`src/shared/irf_pkg.sv`:
```
// ---------------------------------------------------------------
// Shared constants for the interrupt, return and fault-status block.
// ---------------------------------------------------------------
package irf_pkg;
	// Register byte offsets on the APB slave.
	localparam logic [7:0] OFS_SR = 8'h00;
	localparam logic [7:0] OFS_SAVED_SR = 8'h04;
	localparam logic [7:0] OFS_CMD = 8'h08;
	localparam logic [7:0] OFS_IRQ_STAT = 8'h0C;
	localparam logic [7:0] OFS_RTE_FRAME = 8'h10;
	localparam logic [7:0] OFS_RTE_SSW = 8'h14;
	localparam logic [7:0] OFS_RTE_SR = 8'h18;
	localparam logic [7:0] OFS_RTE_STAT = 8'h1C;
	localparam logic [7:0] OFS_FAULT_SSW = 8'h20;
	// Status register fields.
	localparam int SR_S = 13;
	localparam int SR_T_LO = 14;
	localparam logic [15:0] SR_RST = 16'h2700;
	// Interrupt levels and vector numbers.
	localparam logic [2:0] LVL_NMI = 3'h7;
	localparam logic [7:0] VEC_SPURIOUS = 8'h18;
	localparam logic [7:0] VEC_AUTO_BASE = 8'h18;
	localparam logic [3:0] SPACE_CPU = 4'hF;
	// Frame formats, version and stack releases in bytes.
	localparam logic [3:0] FMT_FOUR = 4'h0;
	localparam logic [3:0] FMT_SIX = 4'h2;
	localparam logic [3:0] FMT_BUSF = 4'hC;
	localparam logic [7:0] OWN_VERSION = 8'h01; // Arbitrary value.
	localparam logic [4:0] REL_FOUR = 5'h08;
	localparam logic [4:0] REL_SIX = 5'h0C;
	localparam logic [4:0] REL_BUSF = 5'h18;
	// Fault status word bit positions.
	localparam int SSW_CLASS = 15;
	localparam int SSW_MV = 14;
	localparam int SSW_TR = 12;
	localparam int SSW_B1 = 11;
	localparam int SSW_B0 = 10;
	localparam int SSW_RR = 9;
	localparam int SSW_RM = 8;
	localparam int SSW_IN = 7;
	localparam int SSW_RW = 6;
	localparam int SSW_LG = 5;
	localparam int SSW_SIZ = 3;
	localparam int SSW_FC = 0;
	// Return outcomes shown in the return status register.
	typedef enum logic [1:0] {RTE_NONE, RTE_OK, RTE_FMT_ERR, RTE_BUS_ERR} irf_rte_res_t;
endpackage : irf_pkg

```
`src/shared/irf_lvl_if.sv`:
```
`timescale 1ns/10ps
// ---------------------------------------------------------------
// Raw request level in, debounced level out.
// ---------------------------------------------------------------
interface irf_lvl_if;
	logic [2:0] raw; // Request level as it arrives.
	logic [2:0] level; // Level after synchronising and debouncing.
	modport filt (input raw, output level);
	modport user (output raw, input level);
endinterface : irf_lvl_if

```
`src/hdl/irf_lvl_sync.sv`:
```
`timescale 1ns/10ps
// ---------------------------------------------------------------
// Request level synchroniser and debouncer.
// ---------------------------------------------------------------
module irf_lvl_sync (
	input wire logic i_sys_clk,
	input wire logic i_rst_b,
	irf_lvl_if.filt lvl
);
	logic [2:0] meta_q, meta_d; // First stage, read by the second only.
	logic [2:0] sync_q, sync_d; // Second stage.
	logic [2:0] prev_q, prev_d; // Previous settled sample.
	logic [2:0] lvl_q, lvl_d; // Accepted level.

	// A level is accepted only when it held over two clock periods.
	always_comb
	begin
		meta_d = lvl.raw;
		sync_d = meta_q;
		prev_d = sync_q;
		lvl_d = (sync_q == prev_q) ? sync_q : lvl_q;
	end

	// Registers only; the reset value means no request.
	always_ff @(posedge i_sys_clk or negedge i_rst_b)
	begin
		if (!i_rst_b)
		begin
			meta_q <= 3'h0;
			sync_q <= 3'h0;
			prev_q <= 3'h0;
			lvl_q <= 3'h0;
		end
		else
		begin
			meta_q <= meta_d;
			sync_q <= sync_d;
			prev_q <= prev_d;
			lvl_q <= lvl_d;
		end
	end

	assign lvl.level = lvl_q;
endmodule : irf_lvl_sync

```
`src/hdl/irf_top.sv`:
```
// Added by the designer: register access over APB and the address map.
`timescale 1ns/10ps
// ---------------------------------------------------------------
// Interrupt recognition, exception return checks, fault status word.
// ---------------------------------------------------------------
module irf_top (
	input wire logic i_sys_clk,
	input wire logic i_rst_b,
	input wire logic i_psel,
	input wire logic i_penable,
	input wire logic i_pwrite,
	input wire logic [7:0] i_paddr,
	input wire logic [31:0] i_pwdata,
	output logic [31:0] o_prdata,
	output logic o_pready,
	output logic o_pslverr,
	input wire logic [2:0] i_irq_level,
	input wire logic i_insn_boundary,
	input wire logic [31:0] i_next_pc,
	output logic o_iack_req,
	output logic [3:0] o_iack_space,
	output logic [2:0] o_iack_level,
	input wire logic i_iack_done,
	input wire logic i_iack_autovec,
	input wire logic i_iack_berr,
	input wire logic [7:0] i_iack_vector,
	output logic o_push_req,
	output logic [7:0] o_push_vector,
	output logic [31:0] o_push_pc,
	output logic [15:0] o_push_sr,
	input wire logic i_push_done,
	input wire logic i_frame_fault,
	output logic o_fmt_err,
	output logic o_bus_err,
	output logic o_rewrite_req,
	input wire logic i_rewrite_done,
	input wire logic i_rewrite_berr,
	output logic o_rerun_req,
	output logic o_rerun_read,
	output logic [1:0] o_rerun_size,
	output logic [2:0] o_rerun_space,
	input wire logic i_rerun_done,
	output logic o_halt,
	input wire logic i_flt_capture,
	input wire logic i_flt_in_exc,
	input wire logic i_flt_block_move,
	input wire logic i_flt_refetch,
	input wire logic i_flt_trace_pend,
	input wire logic i_flt_ext_brk,
	input wire logic i_flt_int_brk,
	input wire logic i_flt_released,
	input wire logic i_flt_locked,
	input wire logic i_flt_prefetch,
	input wire logic i_flt_read,
	input wire logic i_flt_long,
	input wire logic [1:0] i_flt_size,
	input wire logic [2:0] i_flt_space
);
	// ---------------------------------------------------------------
	// Request level filter
	// ---------------------------------------------------------------
	irf_lvl_if lvl_bus ();
	assign lvl_bus.raw = i_irq_level;
	irf_lvl_sync u_sync (
		.i_sys_clk(i_sys_clk),
		.i_rst_b(i_rst_b),
		.lvl(lvl_bus)
	);
	logic [2:0] lvl; // Debounced request level.
	assign lvl = lvl_bus.level;

	// ---------------------------------------------------------------
	// Register state
	// ---------------------------------------------------------------
	typedef enum logic [1:0] {IRQ_IDLE, IRQ_ACK, IRQ_PUSH} irf_irq_st_t;
	typedef enum logic [2:0] {RT_IDLE, RT_CHECK, RT_REWRITE, RT_RERUN, RT_HALT} irf_rt_st_t;
	logic [15:0] sr_q, sr_d; // Live status register.
	logic [15:0] saved_q, saved_d; // Copy made when an interrupt is taken.
	logic [2:0] lvl_prev_q, lvl_prev_d; // Level one cycle ago.
	logic [2:0] mask_prev_q, mask_prev_d; // Mask one cycle ago.
	logic nmi_q, nmi_d; // Pending nonmaskable request.
	irf_irq_st_t ist_q, ist_d; // Interrupt sequencer.
	logic [2:0] acc_q, acc_d; // Accepted level.
	logic [7:0] vec_q, vec_d; // Vector number to push.
	logic [31:0] pc_q, pc_d; // Pre-empted program counter.
	irf_rt_st_t rst_q, rst_d; // Return sequencer.
	logic [19:0] frame_q, frame_d; // Format and internal word of the frame.
	logic [15:0] rssw_q, rssw_d; // Stacked status word handed back.
	logic [15:0] rsr_q, rsr_d; // Stacked status register handed back.
	irf_pkg::irf_rte_res_t res_q, res_d; // Last return outcome.
	logic [4:0] rel_q, rel_d; // Bytes of stack released.
	logic fmt_err_q, fmt_err_d; // One-cycle format error pulse.
	logic bus_err_q, bus_err_d; // One-cycle bus error pulse.
	logic [15:0] fssw_q, fssw_d; // Fault status word for stacking.
	logic [31:0] rdata_q, rdata_d; // Read data held for the access phase.
	logic wr_en; // Write in its access phase.
	logic rd_setup; // Read in its setup cycle.
	logic mapped; // Address hits a register.
	logic take; // Interrupt accepted this cycle.
	logic nmi_edge; // Level seven edge seen this cycle.

	// ---------------------------------------------------------------
	// APB slave
	// ---------------------------------------------------------------
	// Every access completes in its first access cycle; read data is
	// captured in setup so the bus sees a flop, not a mux.
	always_comb
	begin
		unique case (i_paddr)
			irf_pkg::OFS_SR, irf_pkg::OFS_SAVED_SR, irf_pkg::OFS_CMD,
			irf_pkg::OFS_IRQ_STAT, irf_pkg::OFS_RTE_FRAME, irf_pkg::OFS_RTE_SSW,
			irf_pkg::OFS_RTE_SR, irf_pkg::OFS_RTE_STAT, irf_pkg::OFS_FAULT_SSW: mapped = 1'b1;
			default: mapped = 1'b0;
		endcase
		wr_en = i_psel & i_penable & i_pwrite & mapped;
		rd_setup = i_psel & ~i_penable & ~i_pwrite;
		rdata_d = rdata_q;
		if (rd_setup)
		begin
			unique case (i_paddr)
				irf_pkg::OFS_SR: rdata_d = {16'h0000, sr_q};
				irf_pkg::OFS_SAVED_SR: rdata_d = {16'h0000, saved_q};
				irf_pkg::OFS_IRQ_STAT: rdata_d = {16'h0000, vec_q, 3'h0,
					(ist_q != IRQ_IDLE), nmi_q, lvl};
				irf_pkg::OFS_RTE_FRAME: rdata_d = {12'h000, frame_q};
				irf_pkg::OFS_RTE_SSW: rdata_d = {16'h0000, rssw_q};
				irf_pkg::OFS_RTE_SR: rdata_d = {16'h0000, rsr_q};
				irf_pkg::OFS_RTE_STAT: rdata_d = {19'h00000, rel_q, 5'h00,
					(rst_q == RT_HALT), res_q};
				irf_pkg::OFS_FAULT_SSW: rdata_d = {16'h0000, fssw_q};
				default: rdata_d = 32'h0000_0000;
			endcase
		end
	end

	always_ff @(posedge i_sys_clk or negedge i_rst_b)
	begin
		if (!i_rst_b)
			rdata_q <= 32'h0000_0000;
		else
			rdata_q <= rdata_d;
	end

	assign o_prdata = rdata_q;
	assign o_pready = i_psel & i_penable;
	assign o_pslverr = i_psel & i_penable & ~mapped;

	// ---------------------------------------------------------------
	// Interrupt recognition and acknowledge
	// ---------------------------------------------------------------
	// Requests are never latched except the level seven edge; a
	// source that drops early is simply lost.
	always_comb
	begin
		lvl_prev_d = lvl;
		mask_prev_d = sr_q[2:0];
		// New seven, or mask leaving seven while seven is held.
		nmi_edge = ((lvl == irf_pkg::LVL_NMI) && (lvl_prev_q != irf_pkg::LVL_NMI))
			|| ((lvl == irf_pkg::LVL_NMI) && (mask_prev_q == irf_pkg::LVL_NMI)
			&& (sr_q[2:0] != irf_pkg::LVL_NMI));
		take = 1'b0;
		ist_d = ist_q;
		acc_d = acc_q;
		vec_d = vec_q;
		pc_d = pc_q;
		saved_d = saved_q;
		sr_d = sr_q;
		if (wr_en && (i_paddr == irf_pkg::OFS_SR))
			sr_d = i_pwdata[15:0];
		unique case (ist_q)
			IRQ_IDLE:
			begin
				// Only a boundary looks at pending requests.
				if (i_insn_boundary && (rst_q == RT_IDLE))
				begin
					if (nmi_q)
					begin
						take = 1'b1;
						acc_d = irf_pkg::LVL_NMI;
					end
					else if ((lvl != irf_pkg::LVL_NMI) && (lvl > sr_q[2:0]))
					begin
						take = 1'b1;
						acc_d = lvl;
					end
				end
				if (take)
				begin
					saved_d = sr_q;
					sr_d[irf_pkg::SR_S] = 1'b1;
					sr_d[irf_pkg::SR_T_LO +: 2] = 2'b00;
					sr_d[2:0] = acc_d;
					pc_d = i_next_pc;
					ist_d = IRQ_ACK;
				end
			end
			IRQ_ACK:
			begin
				if (i_iack_done)
				begin
					if (i_iack_berr)
						vec_d = irf_pkg::VEC_SPURIOUS;
					else if (i_iack_autovec)
						vec_d = irf_pkg::VEC_AUTO_BASE + {5'h00, acc_q};
					else
						vec_d = i_iack_vector;
					ist_d = IRQ_PUSH;
				end
			end
			IRQ_PUSH:
			begin
				if (i_push_done)
					ist_d = IRQ_IDLE;
			end
		endcase
		// An accepted return restores the stacked status register.
		if ((rst_q == RT_CHECK) && (res_d == irf_pkg::RTE_OK))
			sr_d = rsr_q;
		// A fresh edge wins over the clear of an accepted one.
		nmi_d = nmi_edge | (nmi_q & ~(take && (acc_d == irf_pkg::LVL_NMI)));
	end

	always_ff @(posedge i_sys_clk or negedge i_rst_b)
	begin
		if (!i_rst_b)
		begin
			sr_q <= irf_pkg::SR_RST;
			saved_q <= 16'h0000;
			lvl_prev_q <= 3'h0;
			mask_prev_q <= 3'h0;
			nmi_q <= 1'b0;
			ist_q <= IRQ_IDLE;
			acc_q <= 3'h0;
			vec_q <= 8'h00;
			pc_q <= 32'h0000_0000;
		end
		else
		begin
			sr_q <= sr_d;
			saved_q <= saved_d;
			lvl_prev_q <= lvl_prev_d;
			mask_prev_q <= mask_prev_d;
			nmi_q <= nmi_d;
			ist_q <= ist_d;
			acc_q <= acc_d;
			vec_q <= vec_d;
			pc_q <= pc_d;
		end
	end

	assign o_iack_req = (ist_q == IRQ_ACK);
	assign o_iack_space = irf_pkg::SPACE_CPU;
	assign o_iack_level = acc_q;
	assign o_push_req = (ist_q == IRQ_PUSH);
	assign o_push_vector = vec_q;
	assign o_push_pc = pc_q;
	assign o_push_sr = saved_q;

	// ---------------------------------------------------------------
	// Exception return
	// ---------------------------------------------------------------
	// The block never writes the frame itself, so a rejected frame
	// stays on the stack as it was.
	always_comb
	begin
		rst_d = rst_q;
		res_d = res_q;
		rel_d = rel_q;
		fmt_err_d = 1'b0;
		bus_err_d = 1'b0;
		frame_d = frame_q;
		rssw_d = rssw_q;
		rsr_d = rsr_q;
		if (wr_en && (i_paddr == irf_pkg::OFS_RTE_FRAME))
			frame_d = i_pwdata[19:0];
		if (wr_en && (i_paddr == irf_pkg::OFS_RTE_SSW))
			rssw_d = i_pwdata[15:0];
		if (wr_en && (i_paddr == irf_pkg::OFS_RTE_SR))
			rsr_d = i_pwdata[15:0];
		unique case (rst_q)
			RT_IDLE:
			begin
				if (wr_en && (i_paddr == irf_pkg::OFS_CMD) && i_pwdata[0])
					rst_d = RT_CHECK;
			end
			RT_CHECK:
			begin
				rst_d = RT_IDLE;
				rel_d = 5'h00;
				if (i_frame_fault)
					res_d = irf_pkg::RTE_BUS_ERR;
				else if (frame_q[19:16] == irf_pkg::FMT_FOUR)
				begin
					res_d = irf_pkg::RTE_OK;
					rel_d = irf_pkg::REL_FOUR;
				end
				else if (frame_q[19:16] == irf_pkg::FMT_SIX)
				begin
					res_d = irf_pkg::RTE_OK;
					rel_d = irf_pkg::REL_SIX;
				end
				else if ((frame_q[19:16] == irf_pkg::FMT_BUSF)
					&& (frame_q[15:8] == irf_pkg::OWN_VERSION))
				begin
					res_d = irf_pkg::RTE_OK;
					rel_d = irf_pkg::REL_BUSF;
					// Lock and prefetch bits play no part here.
					if (rssw_q[irf_pkg::SSW_CLASS])
						rst_d = RT_REWRITE;
					else if (rssw_q[irf_pkg::SSW_RR])
						rst_d = RT_RERUN;
				end
				else
					res_d = irf_pkg::RTE_FMT_ERR;
				fmt_err_d = (res_d == irf_pkg::RTE_FMT_ERR);
				bus_err_d = (res_d == irf_pkg::RTE_BUS_ERR);
			end
			RT_REWRITE:
			begin
				if (i_rewrite_done)
					rst_d = i_rewrite_berr ? RT_HALT : RT_IDLE;
			end
			RT_RERUN:
			begin
				if (i_rerun_done)
					rst_d = RT_IDLE;
			end
			RT_HALT:
				rst_d = RT_HALT;
			default:
				rst_d = RT_IDLE;
		endcase
	end

	always_ff @(posedge i_sys_clk or negedge i_rst_b)
	begin
		if (!i_rst_b)
		begin
			rst_q <= RT_IDLE;
			res_q <= irf_pkg::RTE_NONE;
			rel_q <= 5'h00;
			fmt_err_q <= 1'b0;
			bus_err_q <= 1'b0;
			frame_q <= 20'h00000;
			rssw_q <= 16'h0000;
			rsr_q <= irf_pkg::SR_RST;
		end
		else
		begin
			rst_q <= rst_d;
			res_q <= res_d;
			rel_q <= rel_d;
			fmt_err_q <= fmt_err_d;
			bus_err_q <= bus_err_d;
			frame_q <= frame_d;
			rssw_q <= rssw_d;
			rsr_q <= rsr_d;
		end
	end

	assign o_fmt_err = fmt_err_q;
	assign o_bus_err = bus_err_q;
	assign o_rewrite_req = (rst_q == RT_REWRITE);
	assign o_halt = (rst_q == RT_HALT);
	assign o_rerun_req = (rst_q == RT_RERUN);
	assign o_rerun_read = rssw_q[irf_pkg::SSW_RW];
	assign o_rerun_size = rssw_q[irf_pkg::SSW_SIZ +: 2];
	assign o_rerun_space = rssw_q[irf_pkg::SSW_FC +: 3];

	// ---------------------------------------------------------------
	// Fault status word encoder
	// ---------------------------------------------------------------
	// Unused bits start at zero and are never set.
	always_comb
	begin
		fssw_d = fssw_q;
		if (i_flt_capture)
		begin
			fssw_d = 16'h0000;
			fssw_d[irf_pkg::SSW_CLASS] = i_flt_in_exc;
			fssw_d[irf_pkg::SSW_MV] = i_flt_block_move;
			fssw_d[irf_pkg::SSW_TR] = i_flt_trace_pend;
			fssw_d[irf_pkg::SSW_B1] = i_flt_ext_brk;
			fssw_d[irf_pkg::SSW_B0] = i_flt_int_brk;
			fssw_d[irf_pkg::SSW_RR] = i_flt_released;
			fssw_d[irf_pkg::SSW_RM] = i_flt_locked;
			fssw_d[irf_pkg::SSW_IN] = i_flt_prefetch | (i_flt_block_move & i_flt_refetch);
			fssw_d[irf_pkg::SSW_RW] = i_flt_read;
			fssw_d[irf_pkg::SSW_LG] = i_flt_long;
			fssw_d[irf_pkg::SSW_SIZ +: 2] = i_flt_size;
			fssw_d[irf_pkg::SSW_FC +: 3] = i_flt_space;
		end
	end

	always_ff @(posedge i_sys_clk or negedge i_rst_b)
	begin
		if (!i_rst_b)
			fssw_q <= 16'h0000;
		else
			fssw_q <= fssw_d;
	end
endmodule : irf_top

```
`config.mk`:
```
export PLATFORM = sky130hd
export DESIGN_NAME = irf_top
export DESIGN_NICKNAME = d
export VERILOG_FILES = /design/src/shared/irf_pkg.sv /design/src/shared/irf_lvl_if.sv /design/src/hdl/irf_lvl_sync.sv /design/src/hdl/irf_top.sv
export SDC_FILE = /design/constraint.sdc
export NUM_CORES = 1
export LEC_CHECK = 0
export BUFFER_PORTS_ARGS = -buffer_cell sky130_fd_sc_hd__buf_2
export CAP_MARGIN = 20
export CELL_PAD_IN_SITES_DETAIL_PLACEMENT = 1
export CELL_PAD_IN_SITES_GLOBAL_PLACEMENT = 1
export CORE_MARGIN = 4
export CORE_UTILIZATION = 30
export DETAILED_ROUTE_END_ITERATION = 8
export MAX_ROUTING_LAYER = met4
export PLACE_DENSITY_LB_ADDON = 0.1
export SYNTH_ARGS = -nofsm -noshare
export SYNTH_HDL_FRONTEND = slang
export SYNTH_SLANG_ARGS = --single-unit
export TNS_END_PERCENT = 5
```
`constraint.sdc`:
```
create_clock -name i_sys_clk -period 2.4 [get_ports i_sys_clk]
set_clock_uncertainty 0.1 [all_clocks]
set_input_delay 0.48 -clock i_sys_clk [delete_from_list [all_inputs] [get_ports i_sys_clk]]
set_output_delay 0.48 -clock i_sys_clk [all_outputs]
set_load 0.01 [all_outputs]
```
[After elaboration in Yosys (flattened, before gate mapping)]
Index checks and enable logic that the tools add are counted.
Widths: inputs -> output; s select.
Word-level totals
  register bits: 207
  latch bits: 0
  memory bits (writable): 0
  memory bits (read-only): 0
  bits of input ports: 114
  output and inout port bits: 110
  word-level logic and storage cells: 145
  memories: 0
Cells by class
  add/sub/neg operators: 1
  multipliers: 0
  div/mod/pow operators: 0
  $lt $le $gt $ge: 1
  equality and inequality tests: 33
  shift-type cells: 0
  multiplexer cells: 46
  bitwise operators: 14
  reductions and logical operators: 26
Operator list (count)
  $pmux 20 s8: 1
  $mux 3: 12
  $eq 8x5->1 const B: 4
  $mux 16: 2
  $mux 2: 15
  $mux 5: 4
  $eq 8x4->1 const B: 2
  $mux 8: 2
  $pmux 3 s5: 1
  $logic_and 1x1->1: 14
  $eq 3x3->1 const B: 4
  $ne 2x1->1 const B: 6
  $ne 3x3->1 const B: 3
  $reduce_or 9->1: 1
  $and 1x1->1: 8
  $eq 8x1->1 const B: 1
  $eq 8x3->1 const B: 1
  $eq 8x6->1 const B: 1
  $logic_not 8->1: 1
  $mux 1: 8
  $add 5x3->6 const A: 1
  $eq 2x2->1 const B: 3
  $eq 3x2->1 const B: 2
  $pmux 2 s3: 1
  other kinds (15): 23

[Logic depth before layout (Yosys ltp)]
Gate-level depths: netlist (run 1).
  depth in word-level cells: 11
  depth in mapped cells: 9
  gate-level depth less buffers: 7

[By module]
A second synthesis (run 1) with hierarchy kept.
Unflattened totals
  cell total of the unflattened synthesis: 681
  area total of the unflattened synthesis: 8600.7 sq um
By module, submodules not included
  irf_top: instances 1, cells each 659, area an instance 8220.4 sq um, sequential area each 4539.4 sq um
  irf_lvl_sync: instances 1, cells each 22, area an instance 380.4 sq um, sequential area each 300.3 sq um

[Worst setup path before layout (run 1)]
No wires, ideal clock.
  kind: input port to flip-flop
  start: in i_paddr[5]
  end: reg rssw_q[0]
  library setup time: 0.127 ns
  arrival: 2.229 ns
  required time: 2.173 ns
  setup slack: -0.057 ns
  stages on the path: 7
  path buffers: 2
  cell sequence: buf_2 > or4b_4 > nor2_4 > nand3_4 > nor3_4 > buf_6 > mux2_1
Between the ends
  cells in the longest elaborated chain, start to end: 5
  elaborated cells on any way between the ends: 13
  classes of those cells: 8 x eq/ne; 1 x mux; 1 x bitwise; 3 x reduce/logical
Ends and longest elaborated chain
  from (decl): RTL line irf_top.sv:12  | input wire logic [7:0] i_paddr,
  $eq 8x5->1, or another cell as far along: RTL line irf_top.sv:109  | unique case (i_paddr)
  $reduce_or 9->1: RTL line irf_top.sv:109
  $mux 1: RTL line irf_top.sv:109
  $and 1x1->1: RTL line irf_top.sv:115  | wr_en = i_psel & i_penable & i_pwrite & mapped;
  $logic_and 1x1->1 *: RTL line irf_top.sv:276  | if (wr_en && (i_paddr == irf_pkg::OFS_RTE_SSW))
  to (signal assigned): RTL line irf_top.sv:356  | rssw_q <= rssw_d;
  to (decl): RTL line irf_top.sv:88  | logic [15:0] rssw_q, rssw_d;
Mark *: on every way between the ends. The rest lies on a longest branch, timed or not.
A chain may end at the register's enable or synchronous reset.

[Worst setup path after layout (run 1)]
  start: reg sr_q[2]
  end: reg pc_q[18] (netlist: o_push_pc[18])
Between the ends
  cells in the longest elaborated chain, start to end: 7
Ends and longest elaborated chain
  from (decl): RTL line irf_top.sv:77  | logic [15:0] sr_q, sr_d;
  from (signal assigned): RTL line irf_top.sv:227  | sr_q <= irf_pkg::SR_RST;
  from (signal assigned): RTL line irf_top.sv:239  | sr_q <= sr_d;
  $gt 3x3->1: RTL line irf_top.sv:181  | else if ((lvl != irf_pkg::LVL_NMI) && (lvl > sr_q[2:0]))
  $logic_and 1x1->1: RTL line irf_top.sv:181
  $mux 1: RTL line irf_top.sv:181
  $mux 1: RTL line irf_top.sv:176  | if (nmi_q)
  $mux 1: RTL line irf_top.sv:174  | if (i_insn_boundary && (rst_q == RT_IDLE))
  $mux 1: RTL line irf_top.sv:170  | unique case (ist_q)
  $reduce_and 2->1 (no source line)
  to (signal assigned): RTL line irf_top.sv:247  | pc_q <= pc_d;
  to (decl): RTL line irf_top.sv:85  | logic [31:0] pc_q, pc_d;
Every way passes these cells. The select of a mux whose other input is x is not followed.

==> flow_metrics.env, run 1 <==
export IMPL_final_antenna_net_count=0
export IMPL_finalPower_mw=7.71
export IMPL_cellPowerDensity_mw_per_mm2=673
export IMPL_die_area_sq_mm=0.0327
export IMPL_synth_commonest_cells="185 x dfrtp_1, 111 x mux2_2, 48 x nand2_1"
export IMPL_htree_num_levels=4
export IMPL_async_reset_ff_share_pct=100
export IMPL_syn_to_final_growth_pct=28.0
export IMPL_placed_area_sq_mm=0.0108
export IMPL_hold_viol=0
export IMPL_synth_top_area_share_pct=51.7
export IMPL_viasPerCell=4.92
export IMPL_multi_input_area_sq_mm=0.00378
export IMPL_grtUsageTotal_pct=18.8
export IMPL_ir_drop_mv=0.438
export IMPL_grt_pass1_vias=7469
export IMPL_pin_count=224
export IMPL_drtPass1Iterations=5
export IMPL_syn_cell_area_sq_mm=0.00895
export IMPL_post_place_ws_ns=0.00354
export IMPL_hpwlAfterDp_um=22800
export IMPL_max_cap_violations=0
export IMPL_crit_chain="inv_1 -> ha_1 -> nand2_1 -> o21ai_1 -> a21oi_1 -> nor2_4 -> buf_12 -> mux2_2"
export IMPL_overflow=0
export IMPL_cts_made_buffers=17
export IMPL_cp_start_kind="flip-flop"
export IMPL_wirelength_um=29900
export IMPL_outcome="finished clean"
export IMPL_post_route_period_util_pct=92.1
export IMPL_synth_edff_count=0
export IMPL_drc=0
export IMPL_hold_ws_ns=0.0445
export IMPL_die_height_um=181
export IMPL_ys_seq_area_share_pct=54.1
export IMPL_drv_slew=0
export IMPL_fin_area_sq_mm=0.0115
export IMPL_core_sq_mm=0.0291
export IMPL_row_count=62
export IMPL_synth_flop_cell="dfrtp_1"
export IMPL_cts_sinks=193
export IMPL_setup_violations=0
export IMPL_nNetsFinal=1103
export IMPL_nFillCells=3229
export IMPL_drive_gt1_share_pct=44.0
export IMPL_synth_most_common_cell="dfrtp_1"
export IMPL_endpoint_kind="flip-flop"
export IMPL_grt_max_degree=73
export IMPL_io_buffers=195
export IMPL_hold_class="in -> reg"
export IMPL_avgSynthCellArea_sq_um=12.0
export IMPL_rr_worst_depth=8
export IMPL_min_from="i_irq_level[0]"
export IMPL_slowest_stage="dfrtp_1"
export IMPL_regToRegSetupSlack_ns=0.19
export IMPL_max_freq_mhz=452
export IMPL_max_stage_delay_ns=0.37
export IMPL_ys_types=67
export IMPL_dieWidth_um=181
export IMPL_yosysTopAreaCell="dfrtp_1"
export IMPL_whs_path_depth=1
export IMPL_cts_setup_buffers=0
export IMPL_seqCellArea_sq_mm=0.00484
export IMPL_root_buffer="clkbuf_16"
export IMPL_crit_required_ns=2.62
export IMPL_instances_no_fill=1380
export IMPL_antenna_found_initial=0
export IMPL_cts_tree="yes"
export IMPL_placed_cells=1347
export IMPL_synthCells=743
export IMPL_slew_headroom_pct=59.7
export IMPL_rr_endpoint="o_push_pc[18]"
export IMPL_finalSetupTns_ns=0
export IMPL_wl_per_cell_um=21.7
export IMPL_p_leak_nw=5.60
export IMPL_setup_slack_ns=0.190
export IMPL_drtIter0Drc=368
export IMPL_synthTopCellsByArea="dfrtp_1 52%, mux2_2 14%, mux2i_1 4.4%, dfstp_2 2.3%, o21ai_0 2.3%"
export IMPL_arrival_ns=2.43
export IMPL_ys_warn_count=0
export IMPL_fin_util_pct=39.4
export IMPL_synth_seq_cells=193
export IMPL_vias=6787
export IMPL_initial_core_util_pct=30.8
export IMPL_hold_path_end="u_sync.meta_q[0]"
export IMPL_n_antenna_cell=0
export IMPL_critPathKind="reg -> reg"
export IMPL_finalCriticalPeriod_ns=2.21
export IMPL_rsz0062_at_grt="false"
export IMPL_clk_latency_ns=0.44
export IMPL_clock_path_buffers=2
export IMPL_gp_congestion=0.805
export IMPL_r2r_start="sr_q[2]"
export IMPL_clkTransAtPathRegs_ns=0.07
export IMPL_grt_pass1_wl_um=46300
export IMPL_cp_max_fo=40
export IMPL_worstMarginPinSlew_ns=0.599
[how the worst max path moves through the flow]
stage	start	endpoint
finish	sr_q[2]	o_push_pc[18]
global route	sr_q[2]	o_push_pc[23]
CTS	sr_q[2]	sr_q[14]
detailed placement	i_paddr[5]	rssw_q[2]
global placement	i_paddr[5]	rssw_q[1]
floorplan	i_paddr[5]	rssw_q[0]
[worst max-delay path: cells and delay by family, from the launching register on]
family,cells,cell delay (ns)
compound gates,2,0.37
flops,1,0.37
mux,1,0.37
simple gates,2,0.23
buf+inv,2,0.29
fa+ha+maj,1,0.31
[flip-flops by register name (all words and copies together), names as in the netlist, 3 cells and up]
register,cells
u_sync.prev_q,3
o_push_sr,16
o_push_pc,32
rst_q,3
rsr_q,16
o_iack_level,3
o_push_vector,8
o_prdata,20
u_sync.meta_q,3
u_sync.lvl.level,3
sr_q,16
u_sync.prev_d,3
rssw_q,16
rel_q,3
mask_prev_q,3
fssw_q,15
lvl_prev_q,3
frame_q,20
[cells by family after synthesis]
| group | share of synthesized area, % |
|---|---|
| AO/OA/AOI/OAI | 10.2 |
| XOR/XNOR | 0.294 |
| multiplexers | 20.3 |
| adder cells (fa/ha/maj) | 0.839 |
| flip-flops | 54.1 |
| buffers and inverters | 4.46 |
| other | 0.0839 |
| AND/OR/NAND/NOR | 9.69 |
[timing repair]
action,CTS,global route
hold buffers,1,0
endpoints found under the setup margin,0,51
gates resized for setup,0,3
endpoints found under the hold margin,22,0
[routing by layer]
| layer | wire length (um) | part of all wire (%) | global-route usage (%) |
|---|---|---|---|
| met5 | 0 | 0 | - |
| met1 | 14600 | 49 | 26.1 |
| met3 | 1470 | 4.9 | 3.84 |
| met2 | 13300 | 45 | 28.4 |
| met4 | 516 | 1.7 | 4.72 |
[power breakdown]
| part | internal [mW] | switching [mW] | total [mW] |
|---|---|---|---|
| Sequential | 3.42 | 0.160 | 3.58 |
| Clock | 1.73 | 1.37 | 3.10 |
| Combinational | 0.444 | 0.596 | 1.04 |
| Total | 5.59 | 2.13 | 7.71 |
[layout by cell type, fill, tap and decap left out, drive strengths merged, types with 8 or more instances in the layout]
master | netlist | final
inv | 14 | 21
o21ai | 43 | 43
a21oi | 21 | 21
nor3 | 13 | 13
nor2 | 33 | 33
nand3 | 16 | 16
clkbuf | 19 | 20
a22o | 11 | 11
mux2 | 121 | 121
dfrtp | 185 | 185
conb | 2 | 16
a22oi | 13 | 13
and2 | 8 | 8
nand2 | 48 | 48
mux2i | 39 | 39
buf | 43 | 267
dfstp | 8 | 8
[area by class of cell]
class                           count  share of cell area (%)
Clock inverter                     13                    1.50
Timing Repair Buffer              269                    14.7
Inverter                           14                   0.459
Multi-Input combinational cell    488                    33.0
Clock buffer                       19                    3.95
Sequential cell                   193                    42.2
Tap cell                          384                    4.19
Note: power is estimated with default switching activity, not from simulation.
==> run 2, diff against run 1 <==
==> constraint.sdc (replaced) <==
create_clock -name i_sys_clk -period 2.71 [get_ports i_sys_clk]
set_clock_uncertainty 0.1 [all_clocks]
set_input_delay 0.542 -clock i_sys_clk [delete_from_list [all_inputs] [get_ports i_sys_clk]]
set_output_delay 0.542 -clock i_sys_clk [all_outputs]
set_load 0.01 [all_outputs]
==> flow_metrics.env, run 2 (synthesis gave the netlist of run 1 again) <==
export IMPL_post_route_period_util_pct=88.8
export IMPL_wl_per_cell_um=21.9
export IMPL_clkTransAtPathRegs_ns=0.08
export IMPL_hold_buffers=0
export IMPL_cts_resized_gates=0
export IMPL_cellPowerDensity_mw_per_mm2=603
export IMPL_fin_util_pct=38.6
export IMPL_clock_path_buffers=2
export IMPL_pin_count=224
export IMPL_rsz0062_at_grt="false"
export IMPL_gp_congestion=0.826
export IMPL_slew_headroom_pct=53.5
export IMPL_drc=0
export IMPL_setup_violations=0
export IMPL_n_antenna_cell=0
export IMPL_crit_chain="inv_1 -> ha_1 -> nand2_1 -> o21ai_0 -> a21oi_1 -> nor2_4 -> buf_12 -> mux2_2"
export IMPL_drtIter0Drc=319
export IMPL_htree_num_levels=4
export IMPL_cts_setup_buffers=0
export IMPL_largest_reg_flops=32
export IMPL_hold_class="in -> async"
export IMPL_grtUsageTotal_pct=18.9
export IMPL_drtPass1Iterations=4
export IMPL_hold_ws_ns=0.0105
export IMPL_nNetsFinal=1078
export IMPL_antenna_found_initial=0
export IMPL_die_area_sq_mm=0.0327
export IMPL_vias=6761
export IMPL_grt_pass1_wl_um=46200
export IMPL_final_common_cell="buf_2"
export IMPL_ir_drop_mv=0.414
export IMPL_initial_core_util_pct=30.8
export IMPL_max_cap_violations=0
export IMPL_hold_viol=0
export IMPL_max_freq_mhz=416
export IMPL_grt_max_degree=71
export IMPL_final_cell_mix="194 x buf_2, 185 x dfrtp_1, 111 x mux2_2, 48 x nand2_1"
export IMPL_finalSetupTns_ns=0
export IMPL_clk_latency_ns=0.45
export IMPL_cts_made_buffers=17
export IMPL_met3_length_um=1740
export IMPL_io_buffers=195
export IMPL_drv_slew=0
export IMPL_cp_start_kind="flip-flop"
export IMPL_cp_max_fo=48
export IMPL_wl_met2_um=13200
export IMPL_endpoint_kind="flip-flop"
export IMPL_max_stage_delay_ns=0.48
export IMPL_row_count=62
export IMPL_highest_layer="met4"
export IMPL_cts_sinks=193
export IMPL_slowest_stage="dfrtp_1"
export IMPL_cts_tree="yes"
export IMPL_dieWidth_um=181
export IMPL_drive_gt1_share_pct=42.3
export IMPL_overflow=0
export IMPL_critPathKind="reg -> reg"
export IMPL_viasPerCell=4.99
export IMPL_worstMarginPinSlew_ns=0.693
export IMPL_grt_pass1_vias=7355
export IMPL_wirelength_um=29700
export IMPL_core_sq_mm=0.0291
export IMPL_p_leak_nw=5.45
export IMPL_arrival_ns=2.63
export IMPL_root_buffer="clkbuf_16"
export IMPL_outcome="finished clean"
export IMPL_syn_to_final_growth_pct=25.4
export IMPL_hpwlAfterDp_um=22400
export IMPL_die_height_um=181
export IMPL_final_antenna_net_count=0
export IMPL_routedLengthMet1_um=14100
export IMPL_crit_required_ns=2.94
export IMPL_finalCriticalPeriod_ns=2.41
## run 2: worst paths after layout
kind | from | end | slack [ns] | depth (start not counted)
max | sr_q[2] | o_push_pc[30] | 0.30 | 8
min | i_rst_b | o_push_vector[4] | 0.01 | 1
max reg2reg | sr_q[2] | o_push_pc[30] | 0.30 | 8
min reg2reg | u_sync.meta_q[1] | u_sync.prev_d[1] | 0.25 | 0
max in group asynchronous | i_rst_b | sr_q[10] | 1.74 | 2
min in group i_sys_clk | i_irq_level[1] | u_sync.meta_q[1] | 0.10 | 1
## run 2: final cells by class
cell class                 instances  area (sq um)
inverter                          14          52.6
tap                              384           480
multi-input combinational        488          3770
timing repair buffer             244          1450
fill                            3224         17900
clock inverter                    12           174
clock buffer                      20           447
sequential                       193          4840
## run 2: routing by layer
layer | track usage [%] | vias to the layer above
met5 | - | -
met4 | 5.96 | 0
met3 | 4.34 | 34
met2 | 27.7 | 222
met1 | 26.0 | 3395
li1 | - | 3110
## run 2: where the power goes
part | switching [mW] | leakage, nW | internal, mW
combinational | 0.515 | 2.62 | 0.377
clock | 1.19 | 0.295 | 1.50
sequential | 0.152 | 2.53 | 3.03
## run 2: stage by stage
stage	total power [mW]	instances	area, sq um	setup slack (ns)
final	6.76	1355	11200	0.303
after global routing	7.10	1355	11200	0.163
after CTS	6.87	1355	11200	0.304
after detailed placement	4.14	1323	10600	0.180
after global placement	4.13	1323	10600	0.156
after floorplan	3.65	757	9000	0.191
## run 2: worst max-delay path, delay by kind of cell (launching register included)
family | cells | cell delay, ns
adders and majority gates | 1 | 0.32
and+or+nand+nor | 2 | 0.21
buffers and inverters | 2 | 0.34
muxes | 1 | 0.38
DFF | 1 | 0.48
AOI/OAI and AO/OA | 2 | 0.39
